**src/inc/cfg_ctrl_pkg.sv**
```systemverilog
package cfg_ctrl_pkg;

    // power-on reset interval
    localparam int POR_TIME_US      = 100;
    localparam int CLK_PERIOD_NS    = 40;
    localparam int POR_CYCLES       = (POR_TIME_US * 1000 + CLK_PERIOD_NS - 1) / CLK_PERIOD_NS;

    // reset values of the driven lines
    localparam logic RST_STATUS_LOW  = 1'b1;
    localparam logic RST_DONE_LOW    = 1'b1;
    localparam logic RST_CHAIN_OUT_N = 1'b1;
    localparam logic RST_SELECT_N    = 1'b1;

    // configuration mode selection
    typedef enum logic [1:0] {
        MODE_PASSIVE,
        MODE_ACTIVE_SERIAL,
        MODE_ACTIVE_PARALLEL
    } cfg_mode_t;

    // open-drain pin as drive value plus enable
    typedef struct packed {
        logic drv_low;
        logic oe;
    } od_pin_t;

    // progress reported by the loader datapath
    typedef struct packed {
        logic data_done;
        logic data_error;
    } load_evt_t;

endpackage : cfg_ctrl_pkg

```
**src/hdl/config_status_chain_control.sv**
```systemverilog
`timescale 1ns/1ps
// Function
// - hold status line low after power-up, release after power-on interval
// - pull status line low on a configuration receive error
// - external low on status during config or init enters error state
// - after init, ignore status transitions, no reconfiguration from them
// - hold complete line low before and during configuration data reception
// - release complete line when all data arrived cleanly, init begins
// - initialize and enter user mode only after complete reads high
// - external low on complete after init has no effect
// - accept configuration only while chain enable input is low (checked only when loading starts, not during the load)
// - drive chain enable output low once complete reads high and init begins
// - when option off, chain output pin is user i/o after configuration
// - active serial mode: select output enables serial memory while reading
// - active parallel mode: same select is flash chip enable
// - request low discards configuration, resets, tri-states user pins
// - request returning high starts a new configuration cycle
module config_status_chain_control
    import cfg_ctrl_pkg::*;
#(
    parameter int POR_COUNT = cfg_ctrl_pkg::POR_CYCLES
) (
    // clock and reset
    input  wire logic                   ref_clk,
    input  wire logic                   rst,
    // request and chain enable
    input  wire logic                   config_request_n,
    input  wire logic                   chain_enable_in_n,
    // mode and options
    input  wire cfg_ctrl_pkg::cfg_mode_t mode,
    input  wire logic                   chain_out_enable_opt,
    // loader datapath events
    input  wire cfg_ctrl_pkg::load_evt_t load_evt,
    input  wire logic                   init_finished,
    // status line
    input  wire logic                   config_status_n_in,
    output logic                        config_status_n_out,
    output logic                        config_status_n_oe,
    // complete line
    input  wire logic                   config_complete_in,
    output logic                        config_complete_out,
    output logic                        config_complete_oe,
    // chain enable output
    output logic                        chain_enable_out_n,
    output logic                        chain_out_is_user_io,
    // memory select
    output logic                        memory_select_n,
    // core control
    output logic                        loading,
    output logic                        user_mode,
    output logic                        user_pins_hiz,
    output logic                        clear_config
);

    typedef enum logic [2:0] {
        ST_POR,
        ST_RESET,
        ST_WAIT_CE,
        ST_LOAD,
        ST_DONE_WAIT,
        ST_INIT,
        ST_USER,
        ST_ERROR
    } state_t;

    localparam int CW = $clog2(POR_COUNT + 1);

    state_t          state_ff;
    state_t          nxt_state;
    logic [CW-1:0]   por_cnt_ff;
    logic            req_n_ff;
    logic            status_low_ff;
    logic            done_low_ff;
    logic            ceo_n_ff;
    logic            sel_n_ff;

    // decoded conditions
    wire por_expired   = (por_cnt_ff == CW'(POR_COUNT));
    wire req_low       = !config_request_n;
    wire req_rise      = config_request_n && !req_n_ff;
    wire in_config     = (state_ff == ST_LOAD) || (state_ff == ST_DONE_WAIT)
                         || (state_ff == ST_INIT);
    wire ext_status    = in_config && !config_status_n_in && !status_low_ff;
    wire active_mode   = (mode == MODE_ACTIVE_SERIAL) || (mode == MODE_ACTIVE_PARALLEL);

    // power-on interval counter; saturates at the limit
    always_ff @(posedge ref_clk or posedge rst) begin
        if (rst) begin
            por_cnt_ff <= '0;
        end else if (!por_expired) begin
            por_cnt_ff <= por_cnt_ff + CW'(1);
        end
    end

    // request edge tracker for the rising edge
    always_ff @(posedge ref_clk or posedge rst) begin
        if (rst) begin
            req_n_ff <= 1'b1;
        end else begin
            req_n_ff <= config_request_n;
        end
    end

    // next state; request low overrides everything but power-on
    always_comb begin
        nxt_state = state_ff;
        case (state_ff)
            ST_POR:       if (por_expired) nxt_state = ST_RESET;
            ST_RESET:     if (config_request_n) nxt_state = ST_WAIT_CE;
            ST_WAIT_CE:   if (!chain_enable_in_n) nxt_state = ST_LOAD;
            ST_LOAD: begin
                if (load_evt.data_error || ext_status) begin
                    nxt_state = ST_ERROR;
                end else if (load_evt.data_done) begin
                    nxt_state = ST_DONE_WAIT;
                end
            end
            ST_DONE_WAIT: begin
                if (ext_status) begin
                    nxt_state = ST_ERROR;
                end else if (config_complete_in) begin
                    nxt_state = ST_INIT;
                end
            end
            ST_INIT: begin
                if (ext_status) begin
                    nxt_state = ST_ERROR;
                end else if (init_finished) begin
                    nxt_state = ST_USER;
                end
            end
            ST_USER:      nxt_state = ST_USER;
            ST_ERROR:     nxt_state = ST_ERROR;
            default:      nxt_state = ST_RESET;
        endcase
        if (state_ff != ST_POR && req_low) begin
            nxt_state = ST_RESET;
        end
        if (state_ff != ST_POR && !req_low && req_rise) begin
            nxt_state = ST_WAIT_CE;
        end
    end

    // state register
    always_ff @(posedge ref_clk or posedge rst) begin
        if (rst) begin
            state_ff <= ST_POR;
        end else begin
            state_ff <= nxt_state;
        end
    end

    // registered pin drivers, computed from the next state to avoid a lag
    wire nxt_status_low = (nxt_state == ST_POR) || (nxt_state == ST_ERROR)
                          || (nxt_state == ST_RESET);
    wire nxt_done_low   = (nxt_state != ST_DONE_WAIT) && (nxt_state != ST_INIT)
                          && (nxt_state != ST_USER);
    wire nxt_ceo_n      = (nxt_state != ST_USER) && (nxt_state != ST_INIT);
    wire nxt_sel_n      = !((nxt_state == ST_LOAD) && active_mode);

    always_ff @(posedge ref_clk or posedge rst) begin
        if (rst) begin
            status_low_ff <= RST_STATUS_LOW;
            done_low_ff   <= RST_DONE_LOW;
            ceo_n_ff      <= RST_CHAIN_OUT_N;
            sel_n_ff      <= RST_SELECT_N;
        end else begin
            status_low_ff <= nxt_status_low;
            done_low_ff   <= nxt_done_low;
            ceo_n_ff      <= nxt_ceo_n;
            sel_n_ff      <= nxt_sel_n;
        end
    end

    // open-drain lines: only ever drive low, enable while pulling
    assign config_status_n_out   = 1'b0;
    assign config_status_n_oe    = status_low_ff;
    assign config_complete_out   = 1'b0;
    assign config_complete_oe    = done_low_ff;

    // chain output becomes user i/o when option is off and config is over
    assign chain_out_is_user_io  = !chain_out_enable_opt && (state_ff == ST_USER);
    assign chain_enable_out_n    = ceo_n_ff;
    assign memory_select_n       = sel_n_ff;

    assign loading       = (state_ff == ST_LOAD);
    assign user_mode     = (state_ff == ST_USER);
    assign user_pins_hiz = (state_ff != ST_USER);
    assign clear_config  = (state_ff == ST_RESET) || (state_ff == ST_POR);

    // checks
    por_hold_a: assert property (@(posedge ref_clk) disable iff (rst)
        (state_ff == ST_POR) |-> config_status_n_oe)
        else $error("status not held low during power-on");
    err_pull_a: assert property (@(posedge ref_clk) disable iff (rst)
        (state_ff == ST_LOAD && load_evt.data_error && config_request_n)
        |=> config_status_n_oe)
        else $error("status not pulled low on error");
    ext_status_a: assert property (@(posedge ref_clk) disable iff (rst)
        (ext_status && config_request_n && !req_rise) |=> (state_ff == ST_ERROR))
        else $error("external status low ignored");
    user_keep_a: assert property (@(posedge ref_clk) disable iff (rst)
        (state_ff == ST_USER && config_request_n) |=> (state_ff == ST_USER))
        else $error("user mode left without request");
    done_low_a: assert property (@(posedge ref_clk) disable iff (rst)
        (state_ff == ST_LOAD) |-> config_complete_oe)
        else $error("complete released while loading");
    done_rel_a: assert property (@(posedge ref_clk) disable iff (rst)
        (state_ff == ST_LOAD && load_evt.data_done && !load_evt.data_error
         && !ext_status && config_request_n && !req_rise) |=> !config_complete_oe)
        else $error("complete not released after data");
    init_gate_a: assert property (@(posedge ref_clk) disable iff (rst)
        $rose(state_ff == ST_INIT) |-> $past(config_complete_in))
        else $error("init began with complete low");
    ce_gate_a: assert property (@(posedge ref_clk) disable iff (rst)
        $rose(loading) |-> !$past(chain_enable_in_n))
        else $error("load started while chain disabled");
    ceo_user_a: assert property (@(posedge ref_clk) disable iff (rst)
        user_mode |-> !chain_enable_out_n)
        else $error("chain output high in user mode");
    sel_load_a: assert property (@(posedge ref_clk) disable iff (rst)
        (loading && active_mode) |-> !memory_select_n)
        else $error("memory not selected during active load");
    req_reset_a: assert property (@(posedge ref_clk) disable iff (rst)
        (state_ff != ST_POR && req_low) |=> (clear_config && user_pins_hiz))
        else $error("request low did not reset");

    reach_user_c:  cover property (@(posedge ref_clk) disable iff (rst) $rose(user_mode));
    reach_err_c:   cover property (@(posedge ref_clk) disable iff (rst) state_ff == ST_ERROR);
    reconfig_c:    cover property (@(posedge ref_clk) disable iff (rst)
        user_mode ##1 req_low);
    ext_status_c:  cover property (@(posedge ref_clk) disable iff (rst) ext_status);

endmodule : config_status_chain_control

```
**config.mk**
```make
export PLATFORM = sky130hd
export DESIGN_NAME = config_status_chain_control
export DESIGN_NICKNAME = d
export VERILOG_FILES = /design/src/inc/cfg_ctrl_pkg.sv /design/src/hdl/config_status_chain_control.sv
export SDC_FILE = /design/constraint.sdc
export NUM_CORES = 1
export LEC_CHECK = 0
export BUFFER_PORTS_ARGS = -buffer_cell sky130_fd_sc_hd__clkbuf_2
export CORE_MARGIN = 2
export CORE_UTILIZATION = 55
export CTS_BUF_LIST = sky130_fd_sc_hd__clkbuf_2 sky130_fd_sc_hd__clkbuf_4 sky130_fd_sc_hd__clkbuf_8
export DETAILED_ROUTE_END_ITERATION = 8
export PLACE_DENSITY_LB_ADDON = 0.25
export SYNTH_ARGS = -nofsm -noshare
export SYNTH_HDL_FRONTEND = slang
export SYNTH_SLANG_ARGS = --single-unit
```
**constraint.sdc**
```tcl
create_clock -name ref_clk -period 1.8 [get_ports ref_clk]
set_input_delay 0.27 -clock ref_clk [delete_from_list [all_inputs] [get_ports ref_clk]]
set_output_delay 0.27 -clock ref_clk [all_outputs]
set_load 0.05 [all_outputs]
```
# After elaboration in Yosys (flattened, before gate mapping)
# Cells that the tools add are included.
# Widths: inputs -> output; s select.
[op_classes]
add_sub_neg = 1
eq_ne = 17
mux = 12
reduce_logical = 27
[ops]
columns = ["cell", "count"]
rows = [
  ["$mux 3", 11],
  ["$pmux 3 s8", 1],
  ["$eq 3x3->1 const B", 5],
  ["$add 12x1->12 const B", 1],
  ["$eq 12x12->1 const B", 1],
  ["$ne 3x3->1 const B", 4],
  ["$logic_and 1x1->1", 11],
  ["$eq 3x2->1 const B", 3],
  ["$logic_or 1x1->1", 7],
  ["$eq 3x1->1 const B", 2],
  ["$logic_not 1->1", 6],
  ["$logic_not 3->1", 2],
  ["$reduce_bool 3->1", 1],
  ["$eq 2x1->1 const B", 1],
  ["$eq 2x2->1 const B", 1],
]
[word_totals]
register_bits = 20
input_bits = 12
out_inout_bits = 11
word_cells = 64

# Logic depth before layout (Yosys ltp)
# Gate-level depths: netlist of the first run.
[depth]
word_depth = 13
ltp_mapped = 7
ltp_nobuf = 7

# Worst setup path after synthesis of the first run
# No wires, ideal clock.
[synth_path]
path_kind = "reg2out"
from = "register state_ff[2]"
to = "output port chain_out_is_user_io"
arrival_time_ns = 1.689
required_time_ns = 1.530
setup_slack_ns = -0.159
path_stages_with_launch = 5
n_path_buf = 1
path_cell_list = "dfrtp_1 > buf_4 > nand2_1 > or2_2 > nor2_1"
[synth_via]
elab_chain_cells = 2
[synth_rtl]
columns = ["element", "line_no", "text"]
rows = [
  ["start: declaration", "config_status_chain_control.sv:68", "state_t state_ff;"],
  ["start signal: assignment", "config_status_chain_control.sv:149", "state_ff <= nxt_state;"],
  ["$eq 3x3->1", "config_status_chain_control.sv:182", "assign chain_out_is_user_io = !chain_out_enable_opt && (state_ff == ST_USER);"],
  ["$logic_and 1x1->1", "config_status_chain_control.sv:182", ""],
  ["end: declaration", "config_status_chain_control.sv:45", "output logic chain_out_is_user_io,"],
]
# Every way passes these cells.

# Worst setup path in the final report of the first run
[layout_path]
from = "register state_ff[0]"
to = "output port user_mode"
[layout_via]
elab_chain_cells = 1
[layout_rtl]
columns = ["element", "line_no", "text"]
rows = [
  ["$eq 3x3->1", "config_status_chain_control.sv:187", "assign user_mode = (state_ff == ST_USER);"],
  ["end: declaration", "config_status_chain_control.sv:50", "output logic user_mode,"],
]
# Every way passes these cells.

==> impl_metrics.py, run 1 <==
metrics = {
    "setup_path": {
        "worst_setup_path_end_kind": "output pin",
        "rr_startpoint": "state_ff[0]",
        "r2r_cells": 6,
        "arrival_ns": 1.43,
        "r2r-end": "chain_enable_out_n",
        "reg2reg_slack_ns": 0.18,
        "path_max_fanout": 5,
        "startpoint_type": "flop",
        "path_class": "reg -> out",
        "critical_path_required_ns": 1.53,
    },
    "floorplan": {
        "io_pins": 23,
        "die_area_sq_um": 2354,
        "die-height_um": 48.52,
        "die_w_um": 48.52,
        "num_rows": 16,
        "core-area_sq_um": 1922,
        "initial_core_util_pct": 56.71,
    },
    "yosys": {
        "syn_inst": 103,
        "synthTopCellsByArea": "dfrtp_1, dfstp_2, xor2_1",
        "synth.mux.area_fraction_pct": 2.296,
        "ys_ff_latch": 20,
        "yosysWarnings": 0,
        "ys_types": 42,
        "synth_compound_area_share_pct": 14.01,
        "synth_top_cell_by_area": "dfrtp_1",
        "syn-cell-area_sq_um": 1090,
        "synth_xor_area_share_pct": 8.840,
        "ys_seq_area_share_pct": 46.50,
        "synth_fa_ha_area_share_pct": 2.296,
        "synth.avg_cell_area_sq_um": 10.58,
        "synthSimpleGateAreaFrac_pct": 19.40,
        "synth_top_family_by_area": "simple AND/OR/NAND/NOR gates",
        "synth_top_area_share_pct": 34.44,
    },
    "global_routing": {
        "track_usage_pct": 17.14,
        "grt_pass1_vias": 747,
        "grt_max_degree": 21,
        "antenna_found_initial": 0,
        "grt_overflow": 0,
        "grt_pass1_wl_um": 3236,
    },
    "placement": {
        "dpl.hpwl_um": 1423,
        "portBuffers": 20,
        "place_ws_ns": 0.1939,
        "gp_congestion": 0.7917,
    },
    "power_and_ir_drop": {
        "seqPwrFrac_pct": 44.3,
        "clockPowerShare_pct": 32.7,
        "p_sw_uw": 288.0,
        "combPwrFrac_pct": 23.0,
        "vdd_drop_max_uv": 654.6,
        "power_density_nw_per_um2": 861.8,
        "intPower_uw": 815.1,
        "p_sw_share_pct": 26.11,
        "leakage_uw": 0.0006423,
    },
    "sta": {
        "layout_setup_ws_ns": 0.1006,
        "skew_ns": 0.001467,
        "slew_headroom_pct": 50.48,
        "worstMarginPinSlew_ns": 0.7420,
        "fmaxAchievable_ghz": 0.5884,
        "hold_viol": 0,
        "fin_tns_setup_ns": 0,
        "setup_viol": 0,
        "finalCritPeriodShare_pct": 94.41,
        "hold_slack_ns": 0.06047,
        "report.final.slew_viol_count": 0,
        "finalCriticalPeriod_ns": 1.699,
        "rsz0062_at_grt": "no",
    },
    "route": {
        "firstDrtPassIters": 4,
        "drtAntennaViolNets": 0,
        "drt_iter0_markers": 12,
        "drc": 0,
        "viasPerCell": 5.190,
        "vias": 794,
        "wl_um": 1853,
        "wl_per_cell_um": 12.11,
    },
    "cts": {
        "clk_pin_slew_ns": 0.11,
        "cts_tree": "yes",
        "cts_buffers": 3,
        "clk_latency_ns": 0.29,
        "htree_levels": 1,
        "root_buffer": "clkbuf_4",
        "cts_sinks": 20,
        "cts.path.max_buffers": 2,
    },
    "layout": {
        "final_cell_mix": "clkbuf_2, dfrtp_1, nand2_1, inv_1, xor2_1",
        "syn_to_final_growth_pct": 17.45,
        "fillers": 169,
        "antenna_cells": 0,
        "multi_input_area_sq_um": 520.5,
        "fin_nets": 141,
        "layout-drive-gt1-share_pct": 35.71,
        "final_common_cell": "clkbuf_2",
        "register_area_sq_um": 509.2,
    },
    "hold_path": {
        "hp-class": "in -> async",
    },
    "flow_run": {
        "cap_violations": 0,
    },
    "run_status": {
        "outcome": "finished, final reports clean",
    },
}
worst max path at each step:
stage / from / endpoint / slack, ns
final: state_ff[0] / user_mode / 0.10
after global routing: state_ff[2] / chain_out_is_user_io / 0.02
after CTS: state_ff[0] / chain_out_is_user_io / 0.004
after detailed placement: por_cnt_ff[0] / config_status_n_oe / 0.19
after global placement: state_ff[2] / chain_enable_out_n / 0.23
after floorplan: state_ff[2] / chain_out_is_user_io / 0.07
through the flow:
stage | power, uW | cell area (sq um) | instances | utilization, %
floorplan | 705.0 | 1096 | 104 | -
global placement | 736.8 | 1206 | 148 | 62.76
detailed placement | 741.9 | 1206 | 148 | 62.76
CTS | 1105 | 1270 | 152 | 66.08
global route | 1153 | 1280 | 153 | 66.60
finish | 1103 | 1280 | 153 | 66.60
worst max-delay path, cell delays in order (launching register included):
cell and delay, ns:
dfrtp_1 0.39, buf_4 0.14, or2_2 0.32, inv_1 0.06, clkbuf_4 0.22
Yosys cell counts:
cell / number
xor2_1: 6
nor2b_4: 1
nand2b_2: 1
dfrtp_1: 15
buf_4: 3
ha_1: 2
nand4_1: 2
o211ai_1: 1
dfstp_2: 5
a21oi_1: 2
a211oi_2: 1
or3_2: 1
nor2b_1: 1
a31o_1: 1
mux2_4: 1
conb_1: 1
nor2_1: 6
a211oi_1: 1
o21ai_0: 2
buf_2: 1
nand2_1: 8
inv_2: 1
nand3_1: 4
nand4bb_1: 1
mux2i_1: 1
buf_6: 1
and3_1: 5
nand2b_1: 1
nor3_1: 3
o32ai_2: 1
o311ai_1: 1
xnor2_1: 5
or2_2: 1
inv_1: 7
o21ba_1: 1
or2b_1: 1
a21o_1: 1
a2bb2oi_1: 1
and4bb_2: 1
a32oi_1: 1
o21a_1: 2
o311a_4: 1
cell type report:
cell class / instances / share of cell area (%)
clock buffers: 3 / 1.760
clock inverters: 1 / 2.346
inverters: 8 / 2.346
multi-input cells: 71 / 40.66
flip-flops and latches: 20 / 39.78
well taps: 27 / 2.639
repair buffers: 23 / 10.46
kinds of logic after synthesis:
kind of cell | after synthesis
AND/OR/NAND/NOR | 37
flip-flops | 20
AO/OA/AOI/OAI | 17
buffers and inverters | 13
XOR/XNOR | 11
adder cells (fa/ha/maj) | 2
multiplexers | 2
other | 1
metal layers:
layer / global-route usage (%) / part of all wire, % / wire (um)
met1: 22.63 / 46 / 849
met3: 2.469 / 4.9 / 91
met2: 29.86 / 49 / 912
met4: 4.286 / 0 / 0
met5: 0 / 0 / 0
power by group through the flow:
stage | logic, uW | clock network [uW] | registers (uW)
after CTS | 238 | 371 | 496
final | 254 | 360 | 489
after detailed placement | 238 | 0 | 504
after global placement | 236 | 0 | 501
after global routing | 277 | 385 | 491
after floorplan | 198 | 0 | 507
repair_timing:
item | 4_1_cts | 5_1_grt
gates cloned | 0 | 0
buffers inserted | 0 | 1
hold buffers | 0 | 0
pin swaps | 0 | 0
gates resized for setup | 3 | 2
endpoints found under the setup margin | 2 | 3
sequential cells by signal, summed over array words and instances (netlist names):
register            count
config_complete_oe      1
memory_select_n         1
config_status_n_oe      1
req_n_ff                1
chain_enable_out_n      1
state_ff                3
por_cnt_ff             12
(Power assumes the default switching activity.)
==> run 2: changes to the inputs <==
--- a/config.mk
+++ b/config.mk
@@ -6,6 +6,7 @@
 export NUM_CORES = 1
 export LEC_CHECK = 0
 export BUFFER_PORTS_ARGS = -buffer_cell sky130_fd_sc_hd__clkbuf_2
+export CORE_ASPECT_RATIO = 0.9
 export CORE_MARGIN = 2
 export CORE_UTILIZATION = 55
 export CTS_BUF_LIST = sky130_fd_sc_hd__clkbuf_2 sky130_fd_sc_hd__clkbuf_4 sky130_fd_sc_hd__clkbuf_8
==> run 2 against run 1 <==
  * Global-route usage decreased by 0.11 points
  * Sequential share of layout area up 1.4 points
  * First-iteration DRC count is 83% higher
  * Clock skew grew 0.0056 ns
  * Sequential power rose by 3%
  * Combinational power fell by 13%
  * Sequential cell count unchanged
  * Routed wire length is 8.1% lower
  * Clock power fell by 28%
  * Via count decreased by 1.6%
  * Non-clock buffer count decreased by 2
  * Critical path type unchanged
  * Critical endpoint unchanged
==> impl_metrics.py, run 2 (same netlist as run 1, synthesis figures left out) <==
metrics = {
    "cts": {
        "htree_levels": 1,
        "clk_latency_ns": 0.30,
        "cts_buffers": 3,
        "clk_pin_slew_ns": 0.11,
        "postCtsHoldBufs": 0,
        "post_cts_buffers": 0,
        "root_buffer": "clkbuf_4",
        "cts.path.max_buffers": 2,
        "cts_tree": "yes",
        "cts_sinks": 20,
    },
    "setup_path": {
        "rr_startpoint": "state_ff[0]",
        "critPathMaxStageDelay_ns": 0.46,
        "cp_cell_sequence": "nand2_1, or2_2, inv_1, clkbuf_2",
        "path_class": "reg -> out",
        "worst_setup_path_end_kind": "output pin",
        "arrival_ns": 1.44,
        "worst-path-buf-inv": 2,
        "startpoint_type": "flop",
        "reg2reg_slack_ns": 0.17,
        "r2r_cells": 5,
        "crit_family": "flip-flops",
        "r2r-end": "chain_enable_out_n",
        "path_max_fanout": 10,
        "slowest_stage": "dfrtp_2",
        "critical_path_required_ns": 1.53,
    },
    "route": {
        "viasPerCell": 5.242,
        "wl_per_cell_um": 11.43,
        "vias": 781,
        "drtAntennaViolNets": 0,
        "wl_um": 1703,
        "drc": 0,
        "drt_iter0_markers": 22,
        "firstDrtPassIters": 4,
    },
    "placement": {
        "gp_congestion": 0.8424,
        "dpl.cell_count": 145,
        "dpl.hpwl_um": 1327,
        "portBuffers": 20,
    },
    "global_routing": {
        "grt_overflow": 0,
        "grt_pass1_vias": 695,
        "antenna_found_initial": 0,
        "track_usage_pct": 17.02,
        "grt_max_degree": 21,
        "grt_pass1_wl_um": 2967,
    },
    "sta": {
        "setup_viol": 0,
        "report.final.slew_viol_count": 0,
        "slew_headroom_pct": 52.85,
        "worstMarginPinSlew_ns": 0.7065,
        "finalCriticalPeriod_ns": 1.711,
        "hold_viol": 0,
        "fmaxAchievable_ghz": 0.5846,
        "finalCritPeriodShare_pct": 95.04,
        "fin_tns_setup_ns": 0,
        "skew_ns": 0.007077,
        "rsz0062_at_grt": "no",
    },
    "floorplan": {
        "io_pins": 23,
        "num_rows": 15,
        "initial_core_util_pct": 57.49,
        "core-area_sq_um": 1896,
        "die_area_sq_um": 2354,
        "die_w_um": 50.92,
        "die-height_um": 46.23,
    },
    "layout": {
        "largest_register_ffs": 12,
        "fillers": 166,
        "reg_top3": "por_cnt_ff: 12 flops, state_ff: 3 flops",
        "final_cells": 149,
        "final_common_cell": "clkbuf_2",
        "layout-drive-gt1-share_pct": 35.48,
        "fin_nets": 139,
        "antenna_cells": 0,
        "final_cell_mix": "clkbuf_2, dfrtp_1, nand2_1, inv_1, xor2_1",
        "syn_to_final_growth_pct": 13.66,
        "regMostFlops": "por_cnt_ff",
    },
    "run_status": {
        "outcome": "finished, final reports clean",
    },
    "hold_path": {
        "hp-class": "in -> async",
    },
    "power_and_ir_drop": {
        "leakage_uw": 0.0006207,
        "power_density_nw_per_um2": 792.8,
        "vdd_drop_max_uv": 470.1,
    },
    "flow_run": {
        "cap_violations": 0,
    },
}
run 2: cell count changes in the layout (fill, tap and decap cells not counted), sizes merged:
| cell | change |
|---|---|
| buf | -2 |
| bufinv | -1 |
| clkbuf | +1 |
run 2: worst max-delay path by stage:
stage	startpoint	end	slack, ns	cells after the start
floorplan	state_ff[2]	chain_out_is_user_io	0.07	4
CTS	state_ff[0]	chain_out_is_user_io	0.03	3
global route	state_ff[1]	user_mode	0.01	4
global placement	state_ff[0]	chain_enable_out_n	0.16	5
detailed placement	state_ff[0]	chain_enable_out_n	0.12	5
finish	state_ff[1]	user_mode	0.09	4
run 2: report_power, final:
part	total [uW]	internal, uW	switching, uW
Sequential	502	473	29.4
Combinational	221	100	121
Clock	259	123	135
run 2: final cells by class:
| type | count | area [sq um] | share of cell area (%) |
|---|---|---|---|
| Multi-Input combinational cell | 71 | 520.5 | 42.02 |
| Clock buffer | 4 | 36.28 | 2.929 |
| Tap cell | 25 | 31.28 | 2.525 |
| Sequential cell | 20 | 510.5 | 41.21 |
| Timing Repair Buffer | 21 | 110.1 | 8.889 |
| Inverter | 8 | 30.03 | 2.424 |
run 2: stage by stage:
stage | worst slack [ns] | hold WS (ns) | util (%) | power, uW | instance area (sq um)
3_3_place_gp | 0.1624 | 0.4035 | 63.10 | 725.6 | 1196
3_5_place_dp | 0.1229 | 0.4114 | 63.10 | 729.9 | 1196
6_report | 0.08934 | 0.03945 | 65.35 | 982.0 | 1239
2_1_floorplan | 0.06963 | 0.2301 | - | 705.0 | 1096
5_1_grt | 0.01192 | 0.1017 | 65.35 | 1030 | 1239
4_1_cts | 0.02590 | 0.07271 | 65.15 | 990.8 | 1235
run 2: metal layers:
| layer | track usage, % | share of wire [%] | vias up |
|---|---|---|---|
| li1 | - | - | 394 |
| met5 | 0 | 0 | - |
| met1 | 24.27 | 53 | 364 |
| met2 | 23.64 | 41 | 21 |
| met3 | 5.519 | 5.0 | 2 |
| met4 | 7.568 | 0.76 | 0 |
run 2: repair_timing:
action | CTS | global route
setup endpoints to repair | 1 | 2
resized for setup | 2 | 3
hold endpoints to repair | 0 | 0
==> run 3: changes to the inputs <==
--- a/config.mk
+++ b/config.mk
@@ -12,6 +12,7 @@
 export CTS_BUF_LIST = sky130_fd_sc_hd__clkbuf_2 sky130_fd_sc_hd__clkbuf_4 sky130_fd_sc_hd__clkbuf_8
 export DETAILED_ROUTE_END_ITERATION = 8
 export PLACE_DENSITY_LB_ADDON = 0.25
+export SETUP_SLACK_MARGIN = 0.4
 export SYNTH_ARGS = -nofsm -noshare
 export SYNTH_HDL_FRONTEND = slang
 export SYNTH_SLANG_ARGS = --single-unit
==> run 3 against run 2 <==
  * Sequential cell count is the same
  * Total power grew 12%
  * Critical path depth is the same
  * Clock power shrank 7.7%
  * Routed wire length grew 66%
  * First-iteration DRC count shrank 36%
  * Combinational power grew 69%
==> impl_metrics.py, run 3 (same netlist as run 1, synthesis figures left out) <==
metrics = {
    "setup_path": {
        "reg2reg_slack_ns": 0.12,
        "worst_setup_path_end_kind": "flop",
        "arrival_ns": 1.90,
        "r2r_cells": 4,
        "startpoint_type": "flop",
        "path_max_fanout": 4,
        "critical_path_required_ns": 2.02,
        "path_class": "reg -> reg",
    },
    "layout": {
        "antenna_cells": 0,
        "final_common_cell": "clkbuf_2",
        "final_cells": 163,
        "syn_to_final_growth_pct": 41.22,
        "regMostFlops": "por_cnt_ff",
        "layout-drive-gt1-share_pct": 55.07,
        "fin_nets": 153,
        "final_cell_mix": "clkbuf_2, dfrtp_1, buf_4, nand2_1",
        "largest_register_ffs": 12,
        "reg_top3": "por_cnt_ff: 12 flops, state_ff: 3 flops",
    },
    "power_and_ir_drop": {
        "leakage_uw": 0.0007294,
        "intPower_uw": 753.8,
        "power_density_nw_per_um2": 715.5,
        "clockPowerShare_pct": 21.7,
        "vdd_drop_max_uv": 581.7,
        "p_sw_share_pct": 31.54,
        "p_sw_uw": 347.3,
        "seqPwrFrac_pct": 44.4,
        "combPwrFrac_pct": 33.9,
    },
    "cts": {
        "cts.path.max_buffers": 2,
        "cts_buffers": 3,
        "htree_levels": 1,
        "clk_pin_slew_ns": 0.11,
        "cts_sinks": 20,
        "postCtsHoldBufs": 0,
        "root_buffer": "clkbuf_4",
        "clk_latency_ns": 0.31,
        "cts_tree": "yes",
    },
    "global_routing": {
        "grt_pass1_vias": 868,
        "antenna_found_initial": 0,
        "track_usage_pct": 23.23,
        "grt_max_degree": 21,
        "grt_overflow": 0,
        "grt_pass1_wl_um": 3864,
    },
    "sta": {
        "rsz0062_at_grt": "yes",
        "fin_tns_setup_ns": 0,
        "report.final.slew_viol_count": 0,
        "fmaxAchievable_ghz": 0.5952,
        "layout_setup_ws_ns": 0.1199,
        "setup_viol": 0,
        "hold_slack_ns": 0.04078,
        "hold_viol": 0,
        "worstMarginPinSlew_ns": 0.7179,
        "finalCritPeriodShare_pct": 93.34,
        "slew_headroom_pct": 52.09,
        "skew_ns": 0.001916,
        "finalCriticalPeriod_ns": 1.680,
    },
    "floorplan": {
        "io_pins": 23,
        "die_area_sq_um": 2354,
        "die-height_um": 46.23,
        "initial_core_util_pct": 57.49,
        "num_rows": 15,
        "core-area_sq_um": 1896,
        "die_w_um": 50.92,
    },
    "route": {
        "wl_um": 2823,
        "drt_iter0_markers": 14,
        "firstDrtPassIters": 4,
        "viasPerCell": 5.620,
        "drtAntennaViolNets": 0,
        "wl_per_cell_um": 17.32,
        "drc": 0,
        "vias": 916,
    },
    "flow_run": {
        "cap_violations": 0,
    },
    "placement": {
        "portBuffers": 20,
        "dpl.hpwl_um": 1609,
        "dpl.cell_count": 147,
        "gp_congestion": 0.8216,
        "place_ws_ns": 0.1574,
    },
    "run_status": {
        "outcome": "finished, final reports clean",
    },
    "hold_path": {
        "hp-class": "in -> async",
    },
}
-- run 3: cell count changes in the layout (fill, tap and decap cells not counted), sizes merged --
| cell | change |
|---|---|
| clkinvlp | +1 |
| buf | +18 |
| clkbuf | -4 |
| inv | -1 |
-- run 3: final timing paths --
check,start,to
worst max-delay path,por_cnt_ff[3],config_status_n_oe
worst min-delay path,rst,por_cnt_ff[8]
worst max register to register,por_cnt_ff[3],config_status_n_oe
worst min register to register,por_cnt_ff[11],por_cnt_ff[11]
max in group asynchronous,rst,state_ff[2]
min in group ref_clk,config_request_n,req_n_ff
-- run 3: through the flow --
stage | util, % | area, sq um | total power [uW]
finish | 81.19 | 1539 | 1101
CTS | 72.01 | 1365 | 1031
global placement | 64.75 | 1227 | 745.0
floorplan | - | 1116 | 707.6
global route | 81.19 | 1539 | 1147
detailed placement | 64.75 | 1227 | 753.6
-- run 3: power groups by stage --
| stage | clock network (uW) | logic, uW | registers, uW |
|---|---|---|---|
| 2_1_floorplan | 0 | 201 | 507 |
| 3_3_place_gp | 0 | 248 | 497 |
| 3_5_place_dp | 0 | 256 | 498 |
| 4_1_cts | 242 | 303 | 486 |
| 5_1_grt | 255 | 400 | 492 |
| 6_report | 239 | 374 | 489 |
-- run 3: layer usage --
metal | routed length [um] | GRT usage [%] | share of wire, % | up-vias
met5 | 0 | 0 | 0 | -
met4 | 76 | 17.84 | 2.7 | 0
met3 | 142 | 3.896 | 5.0 | 12
met2 | 1454 | 36.88 | 52 | 37
met1 | 1151 | 28.84 | 41 | 442
li1 | - | - | - | 425
-- run 3: cell type report --
class / instances / area (sq um)
tap: 25 / 31.28
inverter: 8 / 33.78
fill: 106 / 356.6
timing repair buffer: 35 / 286.5
multi-input combinational: 71 / 646.9
clock buffer: 4 / 30.03
sequential: 20 / 510.5
-- run 3: critical path: stages, from the launching register on --
cell      delay [ns]
dfrtp_1         0.46
nor3_1          0.38
and4bb_2        0.32
o32ai_4         0.12
o311ai_2        0.31
-- run 3: timing repair --
action / 4_1_cts / 5_1_grt
endpoints found under the hold margin: 0 / 0
buffers inserted: 5 / 7
pin swaps: 7 / 10
resized for setup: 17 / 29
setup endpoints to repair: 16 / 21
